[config.mk]
export PLATFORM = sky130hd
export DESIGN_NAME = pafm_port_alt_function_mux
export DESIGN_NICKNAME = d
export VERILOG_FILES = /design/src/hdl/pafm_pkg.sv /design/src/hdl/pafm_pin_cell.sv /design/src/hdl/pafm_port_alt_function_mux.sv
export SDC_FILE = /design/constraint.sdc
export NUM_CORES = 1
export LEC_CHECK = 0
export ABC_AREA = 0
export BUFFER_PORTS_ARGS = -buffer_cell sky130_fd_sc_hd__buf_4
export CAP_MARGIN = 20
export CORE_UTILIZATION = 36
export CTS_CLUSTER_SIZE = 30
export DETAILED_ROUTE_END_ITERATION = 10
export GPL_TIMING_DRIVEN = 0
export PLACE_DENSITY = 0.79
export SETUP_SLACK_MARGIN = 0.3
export SLEW_MARGIN = 20
export SYNTH_ARGS = -nofsm -noshare
export SYNTH_HDL_FRONTEND = slang
export SYNTH_SLANG_ARGS = --single-unit
[constraint.sdc]
create_clock -name i_ref_clk -period 0.8 [get_ports i_ref_clk]
set_input_delay 0 -clock i_ref_clk [delete_from_list [all_inputs] [get_ports i_ref_clk]]
set_output_delay 0 -clock i_ref_clk [all_outputs]
set_load 0.01 [all_outputs]
[src/hdl/pafm_pkg.sv]
/*
 Constants for the port alternate-function mux: pin positions, reset and idle values.
 Assumes nothing of its surroundings; imported by name only.
*/
package pafm_pkg;
   localparam int PORT_W = 8;
   localparam int NUM_PORTS = 3;
   localparam int PAD_W = PORT_W * NUM_PORTS;
   // Port offsets inside the packed pad vector
   localparam int PORTA_BASE = 0;
   localparam int PORTB_BASE = 8;
   localparam int PORTC_BASE = 16;
   // Port A pin positions
   localparam int PA_T0 = 0;
   localparam int PA_TIMER_ZERO_OUTPUT = 1;
   localparam int PA_DE = 2;
   localparam int PA_CTS = 3;
   localparam int PA_RXD = 4;
   localparam int PA_TXD = 5;
   localparam int PA_T1 = 6;
   localparam int PA_TIMER_ONE_OUTPUT = 7;
   // Port B pin positions
   localparam int PB_ADC_INPUT_ZERO = 0;
   localparam int PB_ANA1 = 1;
   localparam int PB_ANA2 = 2;
   localparam int PB_CLK = 3;
   localparam int PB_ADC_INPUT_SEVEN = 4;
   localparam int PB_VREF = 5;
   // Port C pin positions
   localparam int PC_COMPARATOR_POSITIVE_INPUT = 0;
   localparam int PC_COMPARATOR_NEGATIVE_INPUT = 1;
   localparam int PC_ADC_INPUT_SIX = 2;
   localparam int PC_COMPARATOR_OUTPUT = 3;
   // Selection values for the two-way ports
   localparam logic SEL_LOW = 1'b0;
   localparam logic SEL_HIGH = 1'b1;
   // Reset and idle values
   localparam logic PAD_OUT_RST = 1'b0;
   localparam logic PAD_OE_N_RST = 1'b1;
   localparam logic RX_IDLE = 1'b1;
   localparam logic CTS_IDLE = 1'b1;
   localparam logic TIMER_IN_IDLE = 1'b0;
   localparam logic CLK_IN_IDLE = 1'b0;
   localparam logic [7:0] ADC_CONN_RST = 8'h00;
   localparam logic [2:0] AMP_CONN_RST = 3'h0;
   localparam logic [1:0] CMP_CONN_RST = 2'h0;
   localparam logic VREF_CONN_RST = 1'b0;
endpackage

[src/hdl/pafm_pin_cell.sv]
/*
 One pad driver: picks between peripheral and general-purpose drive and registers it.
 Assumes the caller resolves which peripheral owns the pin and any override.
*/
`timescale 1ns/1ps
`default_nettype none
module pafm_pin_cell (
   input wire logic i_ref_clk,
   input wire logic i_rst_n,
   input wire logic i_alt_active,
   input wire logic i_alt_drive,
   input wire logic i_alt_data,
   input wire logic i_gpio_drive,
   input wire logic i_gpio_data,
   input wire logic i_override,
   output logic o_pad_out,
   output logic o_pad_oe_n
);
   logic pad_out_ff;
   logic pad_oe_n_ff;
   logic nxt_pad_out;
   logic nxt_pad_oe_n;

   always_comb begin
      nxt_pad_out = i_gpio_data;
      nxt_pad_oe_n = ~i_gpio_drive;
      if (i_override) begin
         // Crystal owns the pad
         nxt_pad_out = pafm_pkg::PAD_OUT_RST;
         nxt_pad_oe_n = pafm_pkg::PAD_OE_N_RST;
      end else if (i_alt_active) begin
         // Peripheral sets direction
         nxt_pad_out = i_alt_data;
         nxt_pad_oe_n = ~i_alt_drive;
      end
   end

   always_ff @(posedge i_ref_clk) begin
      if (!i_rst_n) begin
         pad_out_ff <= pafm_pkg::PAD_OUT_RST;
         pad_oe_n_ff <= pafm_pkg::PAD_OE_N_RST;
      end else begin
         pad_out_ff <= nxt_pad_out;
         pad_oe_n_ff <= nxt_pad_oe_n;
      end
   end

   assign o_pad_out = pad_out_ff;
   assign o_pad_oe_n = pad_oe_n_ff;
endmodule
`default_nettype wire

[src/hdl/pafm_port_alt_function_mux.sv]
/*
 Alternate-function mux for ports A, B and C: routes pads to GPIO or peripherals.
 Assumes software programs enables and selections; pad inputs are synchronous.
*/
// Overview of operation
// - Port A has no set selection; enable alone connects the single function.
// - Ports B, C use only first selection bit; second ignored; enable required.
// - Port A pins 0, 6 pick timer input or complement from timer mode.
// - Port A maps timer 0, UART enable, CTS, receive, transmit, timer 1.
// - Port B pins 0-2 with bit 1 give ADC inputs 0-2 and amplifier.
// - Port B pin 3: clock input or ADC 3; pin 4 ADC 7; pin 5 reference.
// - Port C pins 0, 1 with bit 1 give comparator positive, negative inputs.
// - Port C pin 2 with bit 1 gives ADC input 6, plus reference on 20-pin.
// - Reference on port B pin 5 for 28-pin, port C pin 2 for 20-pin.
// - Port C pin 3 with bit 0 drives comparator output.
// - Alternate mode gives pin direction to the peripheral.
// - Crystal enable overrides port A pins 0 and 1.
`timescale 1ns/1ps
`default_nettype none
module pafm_port_alt_function_mux (
   input wire logic i_ref_clk,
   input wire logic i_rst_n,
   input wire logic i_pkg_28pin,
   input wire logic i_crystal_enable,
   input wire logic [7:0] i_pa_alt_function_enable_sub,
   input wire logic [7:0] i_pb_alt_function_enable_sub,
   input wire logic [7:0] i_pc_alt_function_enable_sub,
   input wire logic [7:0] i_pb_function_set_select_one,
   input wire logic [7:0] i_pb_function_set_select_two,
   input wire logic [7:0] i_pc_function_set_select_one,
   input wire logic [7:0] i_pc_function_set_select_two,
   input wire logic [7:0] i_pa_gpio_out,
   input wire logic [7:0] i_pa_gpio_drive,
   input wire logic [7:0] i_pb_gpio_out,
   input wire logic [7:0] i_pb_gpio_drive,
   input wire logic [7:0] i_pc_gpio_out,
   input wire logic [7:0] i_pc_gpio_drive,
   input wire logic [7:0] i_pa_pad_in,
   input wire logic [7:0] i_pb_pad_in,
   input wire logic [7:0] i_pc_pad_in,
   input wire logic i_timer0_pin_is_output,
   input wire logic i_timer1_pin_is_output,
   input wire logic i_timer_zero_output,
   input wire logic i_timer_zero_output_compl,
   input wire logic i_timer_one_output,
   input wire logic i_timer_one_output_compl,
   input wire logic i_uart_driver_enable,
   input wire logic i_uart_transmit_data,
   input wire logic i_comparator_output,
   output logic [7:0] o_pa_pad_out,
   output logic [7:0] o_pa_pad_oe_n,
   output logic [7:0] o_pb_pad_out,
   output logic [7:0] o_pb_pad_oe_n,
   output logic [7:0] o_pc_pad_out,
   output logic [7:0] o_pc_pad_oe_n,
   output logic o_timer_zero_input,
   output logic o_timer_one_input,
   output logic o_uart_receive_data,
   output logic o_uart_clear_to_send,
   output logic o_external_clock_input,
   output logic o_external_clock_valid,
   output logic [7:0] o_adc_input_connect,
   output logic o_adc_vref_connect,
   output logic [2:0] o_amplifier_connect,
   output logic [1:0] o_comparator_connect
);
   localparam int W = pafm_pkg::PORT_W;

   // Function-set decode for two-way ports
   function automatic logic sel_on(input logic en, input logic sel, input logic want);
      sel_on = en && (sel == want);
   endfunction

   logic [W-1:0] a_en;
   logic [W-1:0] b_sel;
   logic [W-1:0] c_sel;
   logic xtal;
   logic b_adc_input_zero;
   logic b_ana1;
   logic b_ana2;
   logic b_clk;
   logic b_adc_input_three;
   logic b_adc_input_seven;
   logic b_vref;
   logic c_comparator_positive_input;
   logic c_comparator_negative_input;
   logic c_adc_input_six;
   logic c_comparator_output;
   logic [W-1:0] a_act;
   logic [W-1:0] a_drv;
   logic [W-1:0] a_dat;
   logic [W-1:0] b_act;
   logic [W-1:0] c_act;
   logic [W-1:0] c_drv;
   logic [W-1:0] c_dat;
   logic [pafm_pkg::PAD_W-1:0] alt_act;
   logic [pafm_pkg::PAD_W-1:0] alt_drv;
   logic [pafm_pkg::PAD_W-1:0] alt_dat;
   logic [pafm_pkg::PAD_W-1:0] gp_drv;
   logic [pafm_pkg::PAD_W-1:0] gp_dat;
   logic [pafm_pkg::PAD_W-1:0] ovr;
   logic [pafm_pkg::PAD_W-1:0] pad_out;
   logic [pafm_pkg::PAD_W-1:0] pad_oe_n;

   assign xtal = i_crystal_enable;
   // Port A: enable alone connects the function
   assign a_en = i_pa_alt_function_enable_sub;
   // Second set register deliberately unused
   assign b_sel = i_pb_function_set_select_one;
   assign c_sel = i_pc_function_set_select_one;

   // Port B decode
   assign b_adc_input_zero = sel_on(i_pb_alt_function_enable_sub[pafm_pkg::PB_ADC_INPUT_ZERO],
      b_sel[pafm_pkg::PB_ADC_INPUT_ZERO], pafm_pkg::SEL_HIGH);
   assign b_ana1 = sel_on(i_pb_alt_function_enable_sub[pafm_pkg::PB_ANA1],
      b_sel[pafm_pkg::PB_ANA1], pafm_pkg::SEL_HIGH);
   assign b_ana2 = sel_on(i_pb_alt_function_enable_sub[pafm_pkg::PB_ANA2],
      b_sel[pafm_pkg::PB_ANA2], pafm_pkg::SEL_HIGH);
   assign b_clk = sel_on(i_pb_alt_function_enable_sub[pafm_pkg::PB_CLK],
      b_sel[pafm_pkg::PB_CLK], pafm_pkg::SEL_LOW);
   assign b_adc_input_three = sel_on(i_pb_alt_function_enable_sub[pafm_pkg::PB_CLK],
      b_sel[pafm_pkg::PB_CLK], pafm_pkg::SEL_HIGH);
   assign b_adc_input_seven = sel_on(i_pb_alt_function_enable_sub[pafm_pkg::PB_ADC_INPUT_SEVEN],
      b_sel[pafm_pkg::PB_ADC_INPUT_SEVEN], pafm_pkg::SEL_HIGH);
   assign b_vref = i_pkg_28pin && sel_on(i_pb_alt_function_enable_sub[pafm_pkg::PB_VREF],
      b_sel[pafm_pkg::PB_VREF], pafm_pkg::SEL_HIGH);

   // Port C decode
   assign c_comparator_positive_input = sel_on(i_pc_alt_function_enable_sub[pafm_pkg::PC_COMPARATOR_POSITIVE_INPUT],
      c_sel[pafm_pkg::PC_COMPARATOR_POSITIVE_INPUT], pafm_pkg::SEL_HIGH);
   assign c_comparator_negative_input = sel_on(i_pc_alt_function_enable_sub[pafm_pkg::PC_COMPARATOR_NEGATIVE_INPUT],
      c_sel[pafm_pkg::PC_COMPARATOR_NEGATIVE_INPUT], pafm_pkg::SEL_HIGH);
   assign c_adc_input_six = sel_on(i_pc_alt_function_enable_sub[pafm_pkg::PC_ADC_INPUT_SIX],
      c_sel[pafm_pkg::PC_ADC_INPUT_SIX], pafm_pkg::SEL_HIGH);
   assign c_comparator_output = sel_on(i_pc_alt_function_enable_sub[pafm_pkg::PC_COMPARATOR_OUTPUT],
      c_sel[pafm_pkg::PC_COMPARATOR_OUTPUT], pafm_pkg::SEL_LOW);

   // Pad ownership and drive per port
   always_comb begin
      a_act = a_en;
      a_act[pafm_pkg::PA_T0] = a_en[pafm_pkg::PA_T0] && !xtal;
      a_act[pafm_pkg::PA_TIMER_ZERO_OUTPUT] = a_en[pafm_pkg::PA_TIMER_ZERO_OUTPUT] && !xtal;
      a_drv = '0;
      a_dat = '0;
      // Timer pins 0 and 6 follow timer mode
      a_drv[pafm_pkg::PA_T0] = i_timer0_pin_is_output;
      a_dat[pafm_pkg::PA_T0] = i_timer_zero_output_compl;
      a_drv[pafm_pkg::PA_T1] = i_timer1_pin_is_output;
      a_dat[pafm_pkg::PA_T1] = i_timer_one_output_compl;
      a_drv[pafm_pkg::PA_TIMER_ZERO_OUTPUT] = 1'b1;
      a_dat[pafm_pkg::PA_TIMER_ZERO_OUTPUT] = i_timer_zero_output;
      a_drv[pafm_pkg::PA_DE] = 1'b1;
      a_dat[pafm_pkg::PA_DE] = i_uart_driver_enable;
      a_drv[pafm_pkg::PA_TXD] = 1'b1;
      a_dat[pafm_pkg::PA_TXD] = i_uart_transmit_data;
      a_drv[pafm_pkg::PA_TIMER_ONE_OUTPUT] = 1'b1;
      a_dat[pafm_pkg::PA_TIMER_ONE_OUTPUT] = i_timer_one_output;
      // Reserved port B/C choices stay GPIO
      b_act = '0;
      b_act[pafm_pkg::PB_ADC_INPUT_ZERO] = b_adc_input_zero;
      b_act[pafm_pkg::PB_ANA1] = b_ana1;
      b_act[pafm_pkg::PB_ANA2] = b_ana2;
      b_act[pafm_pkg::PB_CLK] = b_clk || b_adc_input_three;
      b_act[pafm_pkg::PB_ADC_INPUT_SEVEN] = b_adc_input_seven;
      b_act[pafm_pkg::PB_VREF] = b_vref;
      c_act = '0;
      c_act[pafm_pkg::PC_COMPARATOR_POSITIVE_INPUT] = c_comparator_positive_input;
      c_act[pafm_pkg::PC_COMPARATOR_NEGATIVE_INPUT] = c_comparator_negative_input;
      c_act[pafm_pkg::PC_ADC_INPUT_SIX] = c_adc_input_six;
      c_act[pafm_pkg::PC_COMPARATOR_OUTPUT] = c_comparator_output;
      c_drv = '0;
      c_dat = '0;
      c_drv[pafm_pkg::PC_COMPARATOR_OUTPUT] = 1'b1;
      c_dat[pafm_pkg::PC_COMPARATOR_OUTPUT] = i_comparator_output;
   end

   assign alt_act = {c_act, b_act, a_act};
   // Port B functions are analog or input only: no digital drive
   assign alt_drv = {c_drv, {W{1'b0}}, a_drv};
   assign alt_dat = {c_dat, {W{1'b0}}, a_dat};
   assign gp_drv = {i_pc_gpio_drive, i_pb_gpio_drive, i_pa_gpio_drive};
   assign gp_dat = {i_pc_gpio_out, i_pb_gpio_out, i_pa_gpio_out};

   always_comb begin
      ovr = '0;
      ovr[pafm_pkg::PORTA_BASE + pafm_pkg::PA_T0] = xtal;
      ovr[pafm_pkg::PORTA_BASE + pafm_pkg::PA_TIMER_ZERO_OUTPUT] = xtal;
   end

   genvar gi;
   generate
      for (gi = 0; gi < pafm_pkg::PAD_W; gi++) begin : g_pad
         pafm_pin_cell u_cell (
            .i_ref_clk(i_ref_clk),
            .i_rst_n(i_rst_n),
            .i_alt_active(alt_act[gi]),
            .i_alt_drive(alt_drv[gi]),
            .i_alt_data(alt_dat[gi]),
            .i_gpio_drive(gp_drv[gi]),
            .i_gpio_data(gp_dat[gi]),
            .i_override(ovr[gi]),
            .o_pad_out(pad_out[gi]),
            .o_pad_oe_n(pad_oe_n[gi])
         );
      end
   endgenerate

   assign o_pa_pad_out = pad_out[pafm_pkg::PORTA_BASE +: W];
   assign o_pb_pad_out = pad_out[pafm_pkg::PORTB_BASE +: W];
   assign o_pc_pad_out = pad_out[pafm_pkg::PORTC_BASE +: W];
   assign o_pa_pad_oe_n = pad_oe_n[pafm_pkg::PORTA_BASE +: W];
   assign o_pb_pad_oe_n = pad_oe_n[pafm_pkg::PORTB_BASE +: W];
   assign o_pc_pad_oe_n = pad_oe_n[pafm_pkg::PORTC_BASE +: W];

   // Peripheral-facing registers
   logic t0_in_ff, t1_in_ff, rx_ff, cts_ff, clk_ff, clk_vld_ff, vref_ff;
   logic [7:0] adc_ff;
   logic [2:0] amp_ff;
   logic [1:0] cmp_ff;
   logic nxt_t0_in, nxt_t1_in, nxt_rx, nxt_cts, nxt_clk, nxt_clk_vld, nxt_vref;
   logic [7:0] nxt_adc;
   logic [2:0] nxt_amp;
   logic [1:0] nxt_cmp;

   always_comb begin
      nxt_t0_in = pafm_pkg::TIMER_IN_IDLE;
      nxt_t1_in = pafm_pkg::TIMER_IN_IDLE;
      if (a_act[pafm_pkg::PA_T0] && !i_timer0_pin_is_output) begin
         nxt_t0_in = i_pa_pad_in[pafm_pkg::PA_T0];
      end
      if (a_act[pafm_pkg::PA_T1] && !i_timer1_pin_is_output) begin
         nxt_t1_in = i_pa_pad_in[pafm_pkg::PA_T1];
      end
      nxt_rx = a_act[pafm_pkg::PA_RXD] ? i_pa_pad_in[pafm_pkg::PA_RXD]
         : pafm_pkg::RX_IDLE;
      nxt_cts = a_act[pafm_pkg::PA_CTS] ? i_pa_pad_in[pafm_pkg::PA_CTS]
         : pafm_pkg::CTS_IDLE;
      nxt_clk = b_clk ? i_pb_pad_in[pafm_pkg::PB_CLK] : pafm_pkg::CLK_IN_IDLE;
      nxt_clk_vld = b_clk;
      nxt_adc = pafm_pkg::ADC_CONN_RST;
      nxt_adc[0] = b_adc_input_zero;
      nxt_adc[1] = b_ana1;
      nxt_adc[2] = b_ana2;
      nxt_adc[3] = b_adc_input_three;
      nxt_adc[4] = c_comparator_positive_input;
      nxt_adc[5] = c_comparator_negative_input;
      nxt_adc[6] = c_adc_input_six;
      nxt_adc[7] = b_adc_input_seven;
      nxt_vref = b_vref || (c_adc_input_six && !i_pkg_28pin);
      nxt_amp = {b_ana2, b_ana1, b_adc_input_zero};
      nxt_cmp = {c_comparator_negative_input, c_comparator_positive_input};
   end

   always_ff @(posedge i_ref_clk) begin
      if (!i_rst_n) begin
         t0_in_ff <= pafm_pkg::TIMER_IN_IDLE;
         t1_in_ff <= pafm_pkg::TIMER_IN_IDLE;
         rx_ff <= pafm_pkg::RX_IDLE;
         cts_ff <= pafm_pkg::CTS_IDLE;
         clk_ff <= pafm_pkg::CLK_IN_IDLE;
         clk_vld_ff <= 1'b0;
         adc_ff <= pafm_pkg::ADC_CONN_RST;
         vref_ff <= pafm_pkg::VREF_CONN_RST;
         amp_ff <= pafm_pkg::AMP_CONN_RST;
         cmp_ff <= pafm_pkg::CMP_CONN_RST;
      end else begin
         t0_in_ff <= nxt_t0_in;
         t1_in_ff <= nxt_t1_in;
         rx_ff <= nxt_rx;
         cts_ff <= nxt_cts;
         clk_ff <= nxt_clk;
         clk_vld_ff <= nxt_clk_vld;
         adc_ff <= nxt_adc;
         vref_ff <= nxt_vref;
         amp_ff <= nxt_amp;
         cmp_ff <= nxt_cmp;
      end
   end

   assign o_timer_zero_input = t0_in_ff;
   assign o_timer_one_input = t1_in_ff;
   assign o_uart_receive_data = rx_ff;
   assign o_uart_clear_to_send = cts_ff;
   assign o_external_clock_input = clk_ff;
   assign o_external_clock_valid = clk_vld_ff;
   assign o_adc_input_connect = adc_ff;
   assign o_adc_vref_connect = vref_ff;
   assign o_amplifier_connect = amp_ff;
   assign o_comparator_connect = cmp_ff;
endmodule
`default_nettype wire

---- Word-level counts from Yosys, hierarchy flattened ----
Index checks and enable logic that the tools add are counted.
storage, ports and cells
  register bits after elaboration ......... 68
  bits of input ports ..................... 141
  output and inout bits ................... 68
operators by class
  multiplexer cells ....................... 14
  bitwise logic cells ..................... 29
  reductions and logical operators ........ 40
operators by type and width
  operator             count
  NOT 1 bit            29
  OR reduction 2 bit   12
  logical AND 1 bit    17
  2-to-1 mux 1 bit     14
  AND reduction 2 bit  5
  logical NOT 1 bit    4
  logical OR 1 bit     2

---- Longest topological paths before layout ----
  depth after elaboration ................. 4
  depth in mapped cells ................... 3
  gate-level depth less buffers ........... 2

---- Hierarchy ----
From an unflattened synthesis, not the netlist that was laid out.
unflattened totals
  cell total of the unflattened synthesis .. 196
  area total of the unflattened synthesis .. 2388.5 um2
by module, submodules not included
  module                      times used  cells an instance  area an instance (um2)
  pafm_pin_cell               24          6                  76.3
  pafm_port_alt_function_mux  1           52                 556.8

---- Worst setup path before layout ----
Ideal clock, no wire load.
  path kind ............................... register to output
  start ................................... register o_adc_input_connect[0] (netlist name)
  end ..................................... output o_amplifier_connect[0]
  data arrival time ....................... 485 ps
  data required time ...................... 800 ps
  setup slack ............................. 315 ps
  stages on the path, launching flop included .. 2
  cell sequence ........................... dfxtp_1 buf_4
RTL lines
  element    line                              RTL
  to (decl)  pafm_port_alt_function_mux.sv:64  output logic [2:0] o_amplifier_connect,

---- Worst setup path after layout ----
  start ................................... register g_pad[10].u_cell.pad_oe_n_ff
  end ..................................... output o_pb_pad_oe_n[2]
RTL lines
  element                 line                              RTL
  from (decl)             pafm_pin_cell.sv:20               logic pad_oe_n_ff;
  from (signal assigned)  pafm_pin_cell.sv:41               pad_oe_n_ff <= pafm_pkg::PAD_OE_N_RST;
  from (signal assigned)  pafm_pin_cell.sv:44               pad_oe_n_ff <= nxt_pad_oe_n;
  to (decl)               pafm_port_alt_function_mux.sv:53  output logic [7:0] o_pb_pad_oe_n,
No word-level cell between the ends.

==> metrics.md <==
| Metric | Value |
|---|---|
| Status | finished, violations left |
| Failing checks | negative hold slack, negative setup slack |
| Total routed wirelength | 6.79 mm |
| Storage cell area | 1310 µm² |
| Final antenna-violating net count | 0 |
| Ys flop type | dfxtp_1 |
| Commonest cells in the netlist | 63 x dfxtp_1, 56 x buf_4, 19 x nand2_1 |
| Adder-cell area share of the yosys netlist | 0 |
| Num CTS Buffers | 9 |
| Die H | 80.7 µm |
| Vias in the first global route | 2,146 |
| FILL cells | 409 |
| Post-synth top area share | 0.566 |
| Final Cycle Share | 1.11 |
| Critical path's largest stage delay | 320 ps |
| Critical Path RT | 800 ps |
| DRT iter0 DRCs | 26 |
| Ys Warns | 0 |
| Die ar. | 6510 µm² |
| Max Cap Viol | 0 |
| Type of the worst min-delay path | input pin to flip-flop |
| Power per cell area | 1680 nW/µm² |
| Multiplexer share of the synthesized area | 0.0415 |
| Asr flop ratio synth | 0 |
| Rel. slew slack | 0.859 |
| Critical path capture point type | output port |
| Crit-path slowest cell | dfxtp_1 |
| Post-synthesis compound-gate area fraction | 0.0146 |
| Rows | 28 |
| Level count of the clock H-tree | 3 |
| Top cells by area, synth | dfxtp_1 57%, buf_4 19%, and3_1 4.5% |
| DRT Pass-1 Iters | 4 |
| CTS tree | done |
| Routability cong. | 0.718 |
| Share of layout cells above drive strength 1 | 0.687 |
| Cell Area, Synth | 2230 µm² |
| WL/cell | 14.2 µm |
| Initial antenna violation count | 0 |
| Ports | 209 |
| Max Clk Rate | 1130 MHz |
| Vias per cell | 4.33 |
| Port buffer count | 161 |
| Die X | 80.7 µm |
| Mean Syn Cell Area | 10.7 µm² |
| CP cell instances | buf_4 -> buf_6 |
| Least-Margin Pin Slew | 211 ps |
| # nets final | 539 |
| Unrepaired setup endpoints after global routing | true |
| Worst setup path endpoint | o_pb_pad_oe_n[2] |
| DRC | 0 |
| GRT overflow | 0 |
| Largest family of logic cells by synthesized area | buffers and inverters |
| Pre-CTS setup slack | 37.9 ps |
| Cells after synthesis | 209 |
| Final min period | 888 ps |
| N_diodes | 0 |
| Critical path class | flip-flop to output port |
| Worst EP arrival | 890 ps |
| Post-Synth Simple-Gate Area | 0.183 |
| Count leader, synth | dfxtp_1 |
| Multi-input gate area | 536 µm² |
| Clk sink count | 63 |
| Startpoint types | flip-flop |
| Global-route total usage across every layer | 0.210 |
| Syn_nets | 350 |
| Worst-case vdd ir drop | 0.00106 V |
| Hpwl dp | 4.34 mm |
| Worst Path Max Fanout | 1 |
| Post-synthesis sequential area ratio | 0.566 |
| Area grow syn2layout | 93.2% |
| Final Setup Violations | 53 |
| Total power | 7.23 mW |
| Root Buffer Master | clkbuf_8 |
| CTS clk-pin slew, worst paths | 70 ps |
| Worst Hold Slack | -169 ps |
| Final worst slack | -88.2 ps |
| Setup Buffers After CTS | 0 |
| CORE AREA | 5960 µm² |
| Cts hold-fix bufs | 19 |
| Max Transition Viols Final | 0 |
| Global-route wire length before repair | 9.82 mm |
| Max clock buf depth | 2 |
| Starting Density | 0.374 |
| Lkg Pwr | 2.17 nW |
| Number of synthesized flops with an enable pin | 0 |
| Origin of the worst setup path | g_pad[10].u_cell.o_pad_oe_n |
| Setup Total Neg Slack | -3160 ps |
| Synth cell types | 20 |
| Routed via count | 2,071 |
| Count of endpoints failing hold in the final timing report | 56 |
| Yosys top cell by area | dfxtp_1 |
| Post-synthesis xor/xnor area fraction | 0 |
| Yosys reg bits | 63 |
| Largest net degree at the start of global routing | 11 |
## worst min-delay path by stage
stage,cells after the start,slack [ps],end,startpoint
after detailed placement,2,170,g_pad[14].u_cell.o_pad_oe_n,i_pb_gpio_drive[6]
after floorplan,1,70,g_pad[14].u_cell.o_pad_oe_n,i_pb_gpio_drive[6]
after CTS,2,-180,o_timer_zero_input,i_timer0_pin_is_output
after global routing,2,-180,o_timer_zero_input,i_timer0_pin_is_output
after global placement,2,160,g_pad[15].u_cell.o_pad_oe_n,i_pb_gpio_drive[7]
final,2,-170,o_timer_zero_input,i_timer0_pin_is_output
## stage by stage
stage / util / std cells / hold WS, ps / area (µm²)
3_3_place_gp: 0.593 / 445 / 165 / 3530
6_report: 0.723 / 478 / -169 / 4300
5_1_grt: 0.723 / 478 / -180 / 4300
3_5_place_dp: 0.593 / 445 / 168 / 3530
4_1_cts: 0.708 / 480 / -185 / 4220
2_1_floorplan: - / 209 / 69.0 / 2230
## sequential cells by signal, summed over array words and instances (netlist names)
signal,flops
o_timer_zero_input,1
o_adc_input_connect,8
o_uart_receive_data,1
o_uart_clear_to_send,1
g_pad.u_cell.o_pad_out,24
o_external_clock_valid,1
g_pad.u_cell.o_pad_oe_n,24
o_external_clock_input,1
o_timer_one_input,1
o_adc_vref_connect,1
## layout by cell type (no fill, tap or decap)
cell type / count
o21ai_0: 5
nor3_1: 1
clkinvlp_4: 1
dlygate4sd3_1: 13
nand2b_1: 1
and2_1: 6
and3b_1: 3
buf_2: 2
dfxtp_1: 24
clkbuf_2: 1
nand2_1: 18
buf_4: 120
nand3b_1: 6
a21boi_0: 1
buf_6: 97
and4b_1: 1
and3_1: 16
nor2_1: 3
dfxtp_2: 39
clkinv_2: 2
mux2i_1: 7
nand2_2: 1
clkbuf_1: 2
mux2_2: 2
clkbuf_8: 11
nor2b_1: 6
dlymetal6s4s_1: 4
nand3_1: 9
nor3b_2: 1
## final cells by class
cell class,count,share of cell area
timing repair buffer,178,0.381
sequential,63,0.304
clock inverter,3,0.00407
clock buffer,13,0.0369
tap,75,0.0218
multi-input combinational,87,0.124
buffer,59,0.127
## repair_timing
item / 4_1_cts / 5_1_grt
gates cloned: 0 / 0
resized for setup: 100 / 43
pin swaps: 0 / 0
endpoints found under the hold margin: 63 / 56
endpoints found under the setup margin: 68 / 81
## routing by layer
layer,part of all wire,vias up,routed length (µm),track usage
li1,-,1006,-,-
met4,0.025,0,173,0.109
met2,0.59,97,3980,0.420
met5,0,-,0,0
met3,0.064,12,435,0.0534
met1,0.32,956,2200,0.188
## kinds of logic after synthesis
kind of cell / after synthesis
multiplexers: 9
AO/OA/AOI/OAI: 6
flip-flops: 63
AND/OR/NAND/NOR: 72
buffers and inverters: 59
## critical path, delay by kind of cell, from the launching register on
kind                   cells  cell delay (ps)
buffers and inverters      2              240
DFF                        1              320
## power breakdown
part | total, mW | internal (mW) | switching, mW | leakage (nW)
Sequential | 3.38 | 3.31 | 0.0671 | 0.526
Clock | 2.46 | 1.29 | 1.18 | 0.0894
Combinational | 1.39 | 0.949 | 0.439 | 1.56
No activity file was read; power rests on OpenSTA's default activity.
